$ cat config.mk
export PLATFORM = sky130hd
export DESIGN_NAME = ptp_rx_message_qualifier
export DESIGN_NICKNAME = d
export VERILOG_FILES = /design/src/logic/ptp_rx_qual_pkg.sv /design/src/logic/ptp_rx_message_qualifier.sv /design/src/logic/ptp_rx_qual_regs.sv
export SDC_FILE = /design/constraint.sdc
export NUM_CORES = 1
export LEC_CHECK = 0
export ABC_AREA = 1
export ABC_CLOCK_PERIOD_IN_PS = 2890
export CORE_MARGIN = 5
export CORE_UTILIZATION = 40
export DETAILED_ROUTE_END_ITERATION = 10
export DONT_BUFFER_PORTS = 1
export MAX_ROUTING_LAYER = met4
export PLACE_DENSITY = 0.64
export SYNTH_ARGS = -nofsm -noshare
export SYNTH_HDL_FRONTEND = slang
export SYNTH_SLANG_ARGS = --single-unit
$ cat constraint.sdc
create_clock -name MCLK_I -period 2.89 [get_ports MCLK_I]
set_clock_uncertainty 0.05 [all_clocks]
set_input_delay 0.867 -clock MCLK_I [delete_from_list [all_inputs] [get_ports MCLK_I]]
set_output_delay 0.867 -clock MCLK_I [all_outputs]
set_load 0.02 [all_outputs]
$ cat src/logic/ptp_rx_qual_pkg.sv
package ptp_rx_qual_pkg;

	// ------------------------------------------------------------
	// register map
	// ------------------------------------------------------------
	localparam logic [11:0] PARSE_CONFIG_OFFSET = 12'h158;
	localparam logic [11:0] QUALIFY_CONFIG_OFFSET = 12'h15C;
	localparam logic [11:0] STATUS_OFFSET = 12'h170;
	localparam logic [31:0] PARSE_CONFIG_RESET = 32'h0000101F;
	localparam logic [31:0] QUALIFY_CONFIG_RESET = 32'h00020000;
	localparam logic [31:0] PARSE_CONFIG_WMASK = 32'h0000101F;

	// ------------------------------------------------------------
	// field positions
	// ------------------------------------------------------------
	localparam int UDP_V4_DETECT_BIT = 0;
	localparam int UDP_V6_DETECT_BIT = 1;
	localparam int RAW_ETH_DETECT_BIT = 2;
	localparam int MAC_CHECK_BIT = 3;
	localparam int IP_CHECK_BIT = 4;
	localparam int GROUP_ONE_BIT = 12;
	localparam int DOMAIN_MSB = 31;
	localparam int DOMAIN_LSB = 24;
	localparam int DOMAIN_MATCH_BIT = 23;
	localparam int ALT_MASTER_BIT = 22;
	localparam int UDP_CSUM_BYPASS_BIT = 21;
	localparam int FCS_BYPASS_BIT = 20;
	localparam int VERSION_MSB = 19;
	localparam int VERSION_LSB = 16;
	localparam int TYPE_MASK_MSB = 15;

	// ------------------------------------------------------------
	// frame layout, byte offsets from first destination byte
	// ------------------------------------------------------------
	localparam logic [6:0] ETYPE_HI_POS = 7'd12;
	localparam logic [6:0] ETYPE_LO_POS = 7'd13;
	localparam logic [6:0] V4_VER_IHL_POS = 7'd14;
	localparam logic [6:0] V4_PROTO_POS = 7'd23;
	localparam logic [6:0] V4_DST_POS = 7'd30;
	localparam logic [6:0] V4_PORT_POS = 7'd36;
	localparam logic [6:0] V6_NEXT_POS = 7'd20;
	localparam logic [6:0] V6_DST_POS = 7'd38;
	localparam logic [6:0] V6_PORT_POS = 7'd56;
	localparam logic [6:0] L2_PTP_BASE = 7'd14;
	localparam logic [6:0] V4_PTP_BASE = 7'd42;
	localparam logic [6:0] V6_PTP_BASE = 7'd62;
	localparam logic [6:0] PTP_TYPE_REL = 7'd0;
	localparam logic [6:0] PTP_VERSION_REL = 7'd1;
	localparam logic [6:0] PTP_DOMAIN_REL = 7'd4;
	localparam logic [6:0] PTP_FLAGS_REL = 7'd6;
	localparam logic [6:0] COUNT_MAX = 7'h7F;

	// ------------------------------------------------------------
	// protocol constants
	// ------------------------------------------------------------
	localparam logic [15:0] ETYPE_PTP = 16'h88F7;
	localparam logic [15:0] ETYPE_IPV4 = 16'h0800;
	localparam logic [15:0] ETYPE_IPV6 = 16'h86DD;
	localparam logic [7:0] V4_VER_IHL = 8'h45;
	localparam logic [7:0] PROTO_UDP = 8'h11;
	localparam logic [15:0] PORT_EVENT = 16'h013F;
	localparam logic [15:0] PORT_GENERAL = 16'h0140;
	localparam logic [3:0] VERSION_ANY = 4'h0;

	typedef enum logic [4:0] {
		ENC_WAIT = 5'b00001,
		ENC_RAW = 5'b00010,
		ENC_V4 = 5'b00100,
		ENC_V6 = 5'b01000,
		ENC_OTHER = 5'b10000
	} encap_t;

endpackage

$ cat src/logic/ptp_rx_message_qualifier.sv
`timescale 1ns/1ps
// Overview of operation
// - IP destination check enabled: verify IPv4 and IPv6 destination addresses.
// - MAC destination check enabled: verify destination MAC of UDP frames against enabled addresses.
// - raw Ethernet detect enabled: recognise messages directly in Ethernet frames.
// - IPv6 detect enabled: recognise messages in UDP over IPv6.
// - IPv4 detect enabled: recognise messages in UDP over IPv4.
// - domain match enabled: stamp only when domain equals programmed domain.
// - alternate-master check enabled: alternate master flag must be zero.
// - checksum bypass clear: bad UDP checksum blocks stamping and filtering.
// - FCS bypass clear: bad FCS blocks stamping and filtering.
// - version must equal programmed version; zero accepts any version.
// - stamp only when mask bit indexed by message type is set.
// - group one enable admits 224.0.1.129 and its MAC and IPv6 forms.
module ptp_rx_message_qualifier
	import ptp_rx_qual_pkg::*;
(
	// clock and reset
	input wire logic MCLK_I,
	input wire logic NRST_I,
	// wishbone slave
	input wire logic CYC_I,
	input wire logic STB_I,
	input wire logic WE_I,
	input wire logic [11:0] ADR_I,
	input wire logic [3:0] SEL_I,
	input wire logic [31:0] DAT_I,
	output logic [31:0] DAT_O,
	output logic ACK_O,
	// receive byte stream
	input wire logic RX_VALID_I,
	input wire logic RX_SOP_I,
	input wire logic RX_EOP_I,
	input wire logic [7:0] RX_DATA_I,
	input wire logic RX_FCS_OK_I,
	input wire logic RX_UDP_CSUM_OK_I,
	// verdict
	output logic STAMP_O,
	output logic FILTER_CANDIDATE_O,
	output logic [3:0] MSG_TYPE_O
);
	import ptp_rx_qual_pkg::*;

	// ------------------------------------------------------------
	// registers
	// ------------------------------------------------------------
	logic [31:0] parse_cfg;
	logic [31:0] qual_cfg;
	logic [31:0] status;
	logic [15:0] stamp_count;
	logic [2:0] last_encap;

	ptp_rx_qual_regs u_regs (
		.clk_i(MCLK_I),
		.rst_n_i(NRST_I),
		.cyc_i(CYC_I),
		.stb_i(STB_I),
		.we_i(WE_I),
		.adr_i(ADR_I),
		.sel_i(SEL_I),
		.dat_i(DAT_I),
		.dat_o(DAT_O),
		.ack_o(ACK_O),
		.status_i(status),
		.parse_config_o(parse_cfg),
		.qualify_config_o(qual_cfg)
	);

	// settings are assumed static while the timing unit runs
	assign status = {stamp_count, 5'h00, last_encap, MSG_TYPE_O, 2'h0,
		FILTER_CANDIDATE_O, STAMP_O};

	// ------------------------------------------------------------
	// address decode helpers
	// ------------------------------------------------------------
	// expected group-one MAC byte, IPv4 or IPv6 flavour
	function automatic logic [7:0] group_mac(input logic [6:0] idx, input logic v6);
		logic [7:0] b;
		b = 8'h00;
		unique case (idx)
			7'd0: b = v6 ? 8'h33 : 8'h01;
			7'd1: b = v6 ? 8'h33 : 8'h00;
			7'd2: b = v6 ? 8'h00 : 8'h5E;
			7'd3: b = 8'h00;
			7'd4: b = 8'h01;
			7'd5: b = 8'h81;
			default: b = 8'h00;
		endcase
		return b;
	endfunction

	// group-one IPv6 address byte; any scope nibble accepted
	function automatic logic ip6_byte_ok(input logic [6:0] rel, input logic [7:0] d);
		logic ok;
		ok = 1'b0;
		if (rel == 7'd0) begin
			ok = (d == 8'hFF);
		end else if (rel == 7'd1) begin
			ok = (d[7:4] == 4'h0);
		end else if (rel == 7'd14) begin
			ok = (d == 8'h01);
		end else if (rel == 7'd15) begin
			ok = (d == 8'h81);
		end else begin
			ok = (d == 8'h00);
		end
		return ok;
	endfunction

	function automatic logic [7:0] ip4_byte(input logic [6:0] rel);
		logic [7:0] b;
		b = 8'h00;
		unique case (rel)
			7'd0: b = 8'hE0;
			7'd1: b = 8'h00;
			7'd2: b = 8'h01;
			default: b = 8'h81;
		endcase
		return b;
	endfunction

	// ------------------------------------------------------------
	// byte position
	// ------------------------------------------------------------
	logic beat;
	logic [6:0] pos;
	logic [6:0] cnt;

	assign beat = RX_VALID_I;
	assign pos = RX_SOP_I ? 7'd0 : cnt;

	always_ff @(posedge MCLK_I) begin
		if (!NRST_I) begin
			cnt <= 7'd0;
		end else if (beat) begin
			cnt <= (pos == COUNT_MAX) ? COUNT_MAX : pos + 7'd1;
		end
	end

	// ------------------------------------------------------------
	// encapsulation tracking
	// ------------------------------------------------------------
	encap_t encap;
	encap_t next_encap;
	logic [7:0] etype_hi;
	logic [15:0] etype;

	assign etype = {etype_hi, RX_DATA_I};

	always_comb begin
		next_encap = encap;
		if (RX_SOP_I) begin
			next_encap = ENC_WAIT;
		end
		unique case (encap)
			ENC_WAIT: begin
				if (!RX_SOP_I && pos == ETYPE_LO_POS) begin
					if (etype == ETYPE_PTP && parse_cfg[RAW_ETH_DETECT_BIT]) begin
						next_encap = ENC_RAW;
					end else if (etype == ETYPE_IPV4 && parse_cfg[UDP_V4_DETECT_BIT]) begin
						next_encap = ENC_V4;
					end else if (etype == ETYPE_IPV6 && parse_cfg[UDP_V6_DETECT_BIT]) begin
						next_encap = ENC_V6;
					end else begin
						next_encap = ENC_OTHER;
					end
				end
			end
			ENC_RAW, ENC_V4, ENC_V6, ENC_OTHER: begin
			end
		endcase
	end

	always_ff @(posedge MCLK_I) begin
		if (!NRST_I) begin
			encap <= ENC_WAIT;
			etype_hi <= 8'h00;
		end else if (beat) begin
			encap <= next_encap;
			if (pos == ETYPE_HI_POS) begin
				etype_hi <= RX_DATA_I;
			end
		end
	end

	// ------------------------------------------------------------
	// header and address checks
	// ------------------------------------------------------------
	logic mac4_bad;
	logic mac6_bad;
	logic hdr_bad;
	logic ip_bad;
	logic [7:0] port_hi;
	logic port_ok;
	logic [6:0] base;
	logic [6:0] rel;
	logic in_ptp;

	always_comb begin
		base = V6_PTP_BASE;
		unique case (encap)
			ENC_RAW: base = L2_PTP_BASE;
			ENC_V4: base = V4_PTP_BASE;
			ENC_V6, ENC_WAIT, ENC_OTHER: base = V6_PTP_BASE;
		endcase
	end

	assign in_ptp = (encap == ENC_RAW || encap == ENC_V4 || encap == ENC_V6) && pos >= base;
	assign rel = pos - base;

	always_ff @(posedge MCLK_I) begin
		if (!NRST_I) begin
			mac4_bad <= 1'b0;
			mac6_bad <= 1'b0;
			hdr_bad <= 1'b0;
			ip_bad <= 1'b0;
			port_hi <= 8'h00;
			port_ok <= 1'b0;
		end else if (beat) begin
			if (RX_SOP_I) begin
				mac4_bad <= RX_DATA_I != group_mac(7'd0, 1'b0);
				mac6_bad <= RX_DATA_I != group_mac(7'd0, 1'b1);
				hdr_bad <= 1'b0;
				ip_bad <= 1'b0;
				port_ok <= 1'b0;
			end else begin
				if (pos < 7'd6) begin
					mac4_bad <= mac4_bad | (RX_DATA_I != group_mac(pos, 1'b0));
					mac6_bad <= mac6_bad | (RX_DATA_I != group_mac(pos, 1'b1));
				end
				if (encap == ENC_V4) begin
					if ((pos == V4_VER_IHL_POS && RX_DATA_I != V4_VER_IHL) ||
						(pos == V4_PROTO_POS && RX_DATA_I != PROTO_UDP)) begin
						hdr_bad <= 1'b1;
					end
					if (pos >= V4_DST_POS && pos < V4_DST_POS + 7'd4 &&
						RX_DATA_I != ip4_byte(pos - V4_DST_POS)) begin
						ip_bad <= 1'b1;
					end
					if (pos == V4_PORT_POS) begin
						port_hi <= RX_DATA_I;
					end
					if (pos == V4_PORT_POS + 7'd1) begin
						port_ok <= {port_hi, RX_DATA_I} == PORT_EVENT ||
							{port_hi, RX_DATA_I} == PORT_GENERAL;
					end
				end
				if (encap == ENC_V6) begin
					if (pos == V6_NEXT_POS && RX_DATA_I != PROTO_UDP) begin
						hdr_bad <= 1'b1;
					end
					if (pos >= V6_DST_POS && pos < V6_DST_POS + 7'd16 &&
						!ip6_byte_ok(pos - V6_DST_POS, RX_DATA_I)) begin
						ip_bad <= 1'b1;
					end
					if (pos == V6_PORT_POS) begin
						port_hi <= RX_DATA_I;
					end
					if (pos == V6_PORT_POS + 7'd1) begin
						port_ok <= {port_hi, RX_DATA_I} == PORT_EVENT ||
							{port_hi, RX_DATA_I} == PORT_GENERAL;
					end
				end
			end
		end
	end

	// ------------------------------------------------------------
	// message header fields
	// ------------------------------------------------------------
	logic [3:0] msg_type;
	logic [3:0] msg_version;
	logic [7:0] msg_domain;
	logic alt_master;
	logic hdr_complete;

	always_ff @(posedge MCLK_I) begin
		if (!NRST_I) begin
			msg_type <= 4'h0;
			msg_version <= 4'h0;
			msg_domain <= 8'h00;
			alt_master <= 1'b0;
			hdr_complete <= 1'b0;
		end else if (beat) begin
			if (RX_SOP_I) begin
				hdr_complete <= 1'b0;
			end else if (in_ptp) begin
				if (rel == PTP_TYPE_REL) begin
					msg_type <= RX_DATA_I[3:0];
				end
				if (rel == PTP_VERSION_REL) begin
					msg_version <= RX_DATA_I[3:0];
				end
				if (rel == PTP_DOMAIN_REL) begin
					msg_domain <= RX_DATA_I;
				end
				// short frames never reach the flags byte and never qualify
				if (rel == PTP_FLAGS_REL) begin
					alt_master <= RX_DATA_I[0];
					hdr_complete <= 1'b1;
				end
			end
		end
	end

	// ------------------------------------------------------------
	// end-of-frame verdict
	// ------------------------------------------------------------
	// evaluated one cycle after the last byte so every field flop has settled
	logic judge;
	logic fcs_ok;
	logic csum_ok;
	logic is_udp;
	logic detected;
	logic mac_ok;
	logic addr_ok;
	logic integrity_ok;
	logic fields_ok;
	logic [15:0] type_mask;

	always_ff @(posedge MCLK_I) begin
		if (!NRST_I) begin
			judge <= 1'b0;
			fcs_ok <= 1'b0;
			csum_ok <= 1'b0;
		end else begin
			judge <= beat & RX_EOP_I;
			if (beat && RX_EOP_I) begin
				fcs_ok <= RX_FCS_OK_I;
				csum_ok <= RX_UDP_CSUM_OK_I;
			end
		end
	end

	assign is_udp = (encap == ENC_V4) || (encap == ENC_V6);
	assign detected = hdr_complete & (encap == ENC_RAW || (is_udp && !hdr_bad && port_ok));
	// raw Ethernet frames carry no group-one MAC, so the MAC check covers UDP only
	assign mac_ok = !parse_cfg[MAC_CHECK_BIT] || encap == ENC_RAW ||
		(parse_cfg[GROUP_ONE_BIT] &&
		(encap == ENC_V4 ? !mac4_bad : !mac6_bad));
	assign addr_ok = mac_ok && (!parse_cfg[IP_CHECK_BIT] || !is_udp ||
		(parse_cfg[GROUP_ONE_BIT] && !ip_bad));
	assign integrity_ok = (qual_cfg[FCS_BYPASS_BIT] || fcs_ok) &&
		(qual_cfg[UDP_CSUM_BYPASS_BIT] || !is_udp || csum_ok);
	assign type_mask = qual_cfg[TYPE_MASK_MSB:0];
	assign fields_ok = (!qual_cfg[DOMAIN_MATCH_BIT] ||
		msg_domain == qual_cfg[DOMAIN_MSB:DOMAIN_LSB]) &&
		(!qual_cfg[ALT_MASTER_BIT] || !alt_master) &&
		(qual_cfg[VERSION_MSB:VERSION_LSB] == VERSION_ANY ||
		msg_version == qual_cfg[VERSION_MSB:VERSION_LSB]) &&
		type_mask[msg_type];

	always_ff @(posedge MCLK_I) begin
		if (!NRST_I) begin
			STAMP_O <= 1'b0;
			FILTER_CANDIDATE_O <= 1'b0;
			MSG_TYPE_O <= 4'h0;
			last_encap <= 3'h0;
			stamp_count <= 16'h0000;
		end else begin
			STAMP_O <= judge && detected && addr_ok && integrity_ok && fields_ok;
			FILTER_CANDIDATE_O <= judge && detected && addr_ok && integrity_ok;
			if (judge && detected) begin
				MSG_TYPE_O <= msg_type;
				last_encap <= {encap == ENC_V6, encap == ENC_V4, encap == ENC_RAW};
			end
			if (judge && detected && addr_ok && integrity_ok && fields_ok) begin
				stamp_count <= stamp_count + 16'h0001;
			end
		end
	end

endmodule // ptp_rx_message_qualifier

$ cat src/logic/ptp_rx_qual_regs.sv
`timescale 1ns/1ps
module ptp_rx_qual_regs
	import ptp_rx_qual_pkg::*;
(
	// clock and reset
	input wire logic clk_i,
	input wire logic rst_n_i,
	// wishbone slave
	input wire logic cyc_i,
	input wire logic stb_i,
	input wire logic we_i,
	input wire logic [11:0] adr_i,
	input wire logic [3:0] sel_i,
	input wire logic [31:0] dat_i,
	output logic [31:0] dat_o,
	output logic ack_o,
	// configuration and state
	input wire logic [31:0] status_i,
	output logic [31:0] parse_config_o,
	output logic [31:0] qualify_config_o
);
	import ptp_rx_qual_pkg::*;

	logic req;
	logic [31:0] next_parse;
	logic [31:0] next_qualify;
	logic [31:0] rd_word;

	assign req = cyc_i & stb_i & ~ack_o;

	function automatic logic [31:0] merge(input logic [31:0] old, input logic [31:0] nw,
		input logic [3:0] sel);
		logic [31:0] r;
		r = old;
		for (int i = 0; i < 4; i++) begin
			if (sel[i]) begin
				r[i*8 +: 8] = nw[i*8 +: 8];
			end
		end
		return r;
	endfunction

	// unwritable parse bits stay zero
	assign next_parse = merge(parse_config_o, dat_i, sel_i) & PARSE_CONFIG_WMASK;
	assign next_qualify = merge(qualify_config_o, dat_i, sel_i);

	always_comb begin
		rd_word = 32'h00000000;
		unique case (adr_i)
			PARSE_CONFIG_OFFSET: rd_word = parse_config_o;
			QUALIFY_CONFIG_OFFSET: rd_word = qualify_config_o;
			STATUS_OFFSET: rd_word = status_i;
			default: rd_word = 32'h00000000;
		endcase
	end

	// single-wait-state answer; unmapped reads zero, writes dropped
	always_ff @(posedge clk_i) begin
		if (!rst_n_i) begin
			ack_o <= 1'b0;
			dat_o <= 32'h00000000;
		end else begin
			ack_o <= req;
			dat_o <= req ? rd_word : 32'h00000000;
		end
	end

	always_ff @(posedge clk_i) begin
		if (!rst_n_i) begin
			parse_config_o <= PARSE_CONFIG_RESET;
			qualify_config_o <= QUALIFY_CONFIG_RESET;
		end else if (cyc_i && stb_i && we_i && ack_o) begin
			if (adr_i == PARSE_CONFIG_OFFSET) begin
				parse_config_o <= next_parse;
			end
			if (adr_i == QUALIFY_CONFIG_OFFSET) begin
				qualify_config_o <= next_qualify;
			end
		end
	end

endmodule // ptp_rx_qual_regs

==> impl_table.tex <==
\begin{tabular}{lr}
\hline
Metric & Value \\
\hline
\multicolumn{2}{l}{\textbf{Power}} \\
\quad Switching part of the total power & 23.8\% \\
\quad Largest vdd supply drop & $\sim$360 uV \\
\quad PD cells & approximately 520 nW/um\^{}2 \\
\quad Overall power after layout & 4.45 mW \\
\quad Leakage power total & between 3 and 4 nW \\
\quad Sequential Power Share & 47.0\% \\
\quad Cell internal power dissipation & around 3.4 mW \\
\quad P\_sw & approximately 1.1 mW \\
\quad Share of power burned in the clock network & between 40\% and 50\% \\
\quad Logic gate share of total power & between 4 and 5\% \\
\multicolumn{2}{l}{\textbf{Floorplan}} \\
\quad Top-level port count & between 100 and 150 \\
\quad Chip Height & between 100 and 150 um \\
\quad Die width & about 150 um \\
\quad Area inside the core boundary & around 19000 sq um \\
\quad Area enclosed by the die boundary & 21900 sq um \\
\quad Effective utilization at floorplan & about two fifths \\
\quad Placement row count & 50 \\
\multicolumn{2}{l}{\textbf{Synth}} \\
\quad Part of the Yosys area used for sequential elements & approximately 39\% \\
\quad Cell type with the largest total area after synthesis & dfxtp\_1 \\
\quad Warning count from the yosys run & 0 \\
\quad Yosys top cell area share & between 30\% and 40\% \\
\quad Post-synthesis cell count & 1062 \\
\quad Ranking of synthesized cells by instance count & nand2\_1 (174), dfxtp\_1 (150), inv\_1 (125), a21oi\_1 (116), nor2\_1 (107) \\
\quad Top FF cell, synth & dfxtp\_1 \\
\quad Unique cell type count in the Yosys netlist & 54 \\
\quad Share of async-settable or async-resettable flops after synthesis & 0\% \\
\quad Main area contributors after synthesis & dfxtp\_1 (39\%), nand2\_1 (8.6\%), a21oi\_1 (7.6\%), inv\_1 (6.2\%), nand3\_1 (5.7\%) \\
\quad Synthesized area per cell & slightly above 7 sq um \\
\quad Number of synthesized flops with an enable pin & 0 \\
\quad Number of nets in the synthesized netlist & 1140 \\
\quad Most common cell in the netlist & nand2\_1 \\
\quad Cell area after synthesis & $\sim$7600 sq um \\
\quad \#FFs+latches synth & 150 \\
\multicolumn{2}{l}{\textbf{Clock tree}} \\
\quad Skew-Pair Late Insertion Delay & about 0.43 ns \\
\quad CTS sink count & 150 \\
\quad CTS Buf Count & 17 \\
\quad Post-CTS clock slew at the launch and capture registers of the worst setup and hold paths & 0.06 ns \\
\quad Maximum number of buffers from clock root to sink & 2 \\
\quad Buffer type at the clock tree root & clkbuf\_16 \\
\quad Post-CTS Hold Fix Bufs & 0 \\
\quad \# H-tree levels & 4 \\
\quad TritonCTS clock tree & done \\
\multicolumn{2}{l}{\textbf{Routing}} \\
\quad Number of routed nets with antenna violations & 0 \\
\quad Total number of vias & 7204 \\
\quad Number of design-rule violations left by the first detailed-router iteration & just over 600 \\
\quad Met1 routed wirelength after detailed routing & 10300 um \\
\quad Metal3 WL & between 1000 and 1500 um \\
\quad Pre-antenna DRT Iters & 5 \\
\quad Vias per std cell & approximately 5.5 \\
\quad Detail-routed net length per standard cell & $\sim$17 um \\
\quad Uppermost layer routed & met4 \\
\quad Met2 wire length & $\sim$11000 um \\
\quad Overall routed net length & about 23000 um \\
\quad DRC violation count after routing & 0 \\
\multicolumn{2}{l}{\textbf{Setup path}} \\
\quad Critical Path Sink Type & flip-flop \\
\quad Most common cell type on the critical path & buf\_4 \\
\quad Critical path type & flip-flop to flip-flop \\
\quad CP max FO & 8 \\
\quad WP data required & between 3 and 4 ns \\
\quad Series of cell instances along the critical path & nor2\_1 > nand3\_1 > inv\_1 > buf\_4 > nor3\_1 > ha\_1 > a31o\_1 > xor2\_1 > nor3\_4 > buf\_4 > nand4\_4 > o21ai\_1 > a21oi\_1 \\
\quad Critical path launch point type & flip-flop \\
\quad Critical path arrival & approximately 3.0 ns \\
\quad CP peak stage delay & $\sim$0.40 ns \\
\quad Cell type of the slowest stage on the worst timing path & dfxtp\_1 \\
\multicolumn{2}{l}{\textbf{Timing}} \\
\quad Measured slew at the worst slew-check pin & between 0.5 and 0.6 ns \\
\quad Final-report hold violation count & 0 \\
\quad Number of setup violations in the final report & 0 \\
\quad Final-report max-slew violation count & 0 \\
\quad Maximum clock frequency & $\sim$0.36 GHz \\
\quad Final Hold Slack & just over 0.4 ns \\
\quad Final critical path time including I/O delays and setup & between 2 and 3 ns \\
\quad Final period util & around 95\% \\
\quad Tightest slew margin relative to the limit & a little over 60\% \\
\quad Total Neg Setup Slack & 0 ns \\
\quad Worst-case setup margin in the final layout & between 0.1 and 0.15 ns \\
\multicolumn{2}{l}{\textbf{Placement}} \\
\quad Placed Area & 7960 sq um \\
\quad Placed Instances & approximately 1300 \\
\quad Detailed placer's ending HPWL & 17200 um \\
\quad Final RePlAce weighted congestion & approximately 0.94 \\
\quad Worst setup timing slack at the placement stage & -0.0216 ns \\
\quad I/O Buffers & 0 \\
\multicolumn{2}{l}{\textbf{Cells and area}} \\
\quad Non-Filler Cell Area, Final & around 8600 sq um \\
\quad \# nets final & approximately 1200 \\
\quad Synthesis-to-layout area growth & 12.5\% \\
\quad Share of cells above drive strength 1 & 9.48\% \\
\quad Post-layout util & a little under half \\
\quad Final cell count without fillers & 1320 \\
\quad Count of antenna diodes in the layout & 0 \\
\multicolumn{2}{l}{\textbf{Global routing}} \\
\quad First-pass GRT wire length & between 30000 and 40000 um \\
\quad Initial antenna violation count & 0 \\
\quad Gr usage total & between 20\% and 30\% \\
\quad Number of global-route vias before repair & about 6700 \\
\quad Total gr overflow & 0 \\
\quad Maximum number of pins on one net before global-route repair & just under 70 \\
\multicolumn{2}{l}{\textbf{Worst hold path}} \\
\quad Hold Crit Class & flip-flop to flip-flop \\
\multicolumn{2}{l}{\textbf{Run status}} \\
\quad Outcome & finished clean \\
\multicolumn{2}{l}{\textbf{Flow run}} \\
\quad Max-cap check violation count & 0 \\
\hline
\end{tabular}
## cells by family (layout without fill, tap and decap cells)
logic type,Yosys count,count (layout),synth area share (%)
compound gates,246,246,18.2
flops,150,150,39.4
simple gates,449,449,27.3
xor+xnor,34,34,3.91
buf+inv,171,195,9.10
fa+ha+maj,12,12,2.07
## worst max-delay path, delay by kind of cell (launching register included)
family | cells | cell delay, ns
AO/OA/AOI/OAI | 3 | 0.48
XOR/XNOR | 1 | 0.17
adder cells (fa/ha/maj) | 1 | 0.34
buffers and inverters | 3 | 0.44
flip-flops | 1 | 0.40
AND/OR/NAND/NOR | 5 | 0.75
## per-layer routing
metal	up-vias	GRT usage [%]
li1	3582	-
met1	3351	27.2
met2	241	33.7
met3	30	4.75
met4	0	5.91
met5	-	-
## state kept, by name, indices dropped and copies added, names as in the netlist, 5 cells and up
register                 flops
cnt                          7
encap                        5
etype_hi                     8
msg_domain                   8
port_hi                      8
stamp_count                 16
u_regs.dat_o                32
u_regs.parse_config_o        6
u_regs.qualify_config_o     32
## cell usage in the layout (no fill, tap or decap), types with 4 or more instances in the layout
| cell type | synthesis | final |
|---|---|---|
| nand2_1 | 174 | 173 |
| dfxtp_1 | 150 | 150 |
| inv_1 | 125 | 125 |
| a21oi_1 | 116 | 116 |
| nor2_1 | 107 | 106 |
| nand3_1 | 86 | 86 |
| o21ai_0 | 76 | 76 |
| xor2_1 | 30 | 30 |
| buf_4 | 2 | 27 |
| nor3_1 | 23 | 22 |
| nand4_1 | 21 | 21 |
| clkbuf_16 | 0 | 17 |
| a211oi_1 | 12 | 12 |
| nor4_1 | 12 | 11 |
| ha_1 | 11 | 11 |
| o21ai_1 | 10 | 10 |
| inv_2 | 8 | 8 |
| o211ai_1 | 7 | 7 |
| a221oi_1 | 6 | 6 |
| nor2_2 | 4 | 4 |
| nor3_2 | 3 | 4 |
| xnor2_1 | 4 | 4 |
| clkinv_2 | 0 | 4 |
## cell type report
| class | count | area, sq um |
|---|---|---|
| Fill cell | 1915 | 10100 |
| Clock inverter | 11 | 100 |
| Sequential cell | 150 | 3000 |
| Tap cell | 234 | 293 |
| Clock buffer | 20 | 467 |
| Inverter | 136 | 518 |
| Multi-Input combinational cell | 741 | 3960 |
| Timing Repair Buffer | 28 | 223 |
## what timing repair did
item,in CTS,in global routing
resized for setup,0,4
setup buffers,0,1
endpoints found under the setup margin,0,16
## worst paths after layout
check,from,to,slack [ns],cells past startpoint
setup reg to reg,encap[2],msg_type[1],0.15,13
hold / removal,msg_domain[1],msg_domain[1],0.41,2
setup / recovery,encap[2],msg_type[1],0.15,13
hold reg to reg,msg_domain[1],msg_domain[1],0.41,2
## power groups by stage
stage               Clock (mW)  Sequential [mW]  Combinational, mW
floorplan                    0             2.13              0.164
global placement             0             2.14              0.200
detailed placement           0             2.14              0.201
CTS                       2.17             2.09              0.202
global route              2.26             2.09              0.232
finish                    2.15             2.09              0.207
Power figures use the tool's default switching activity.
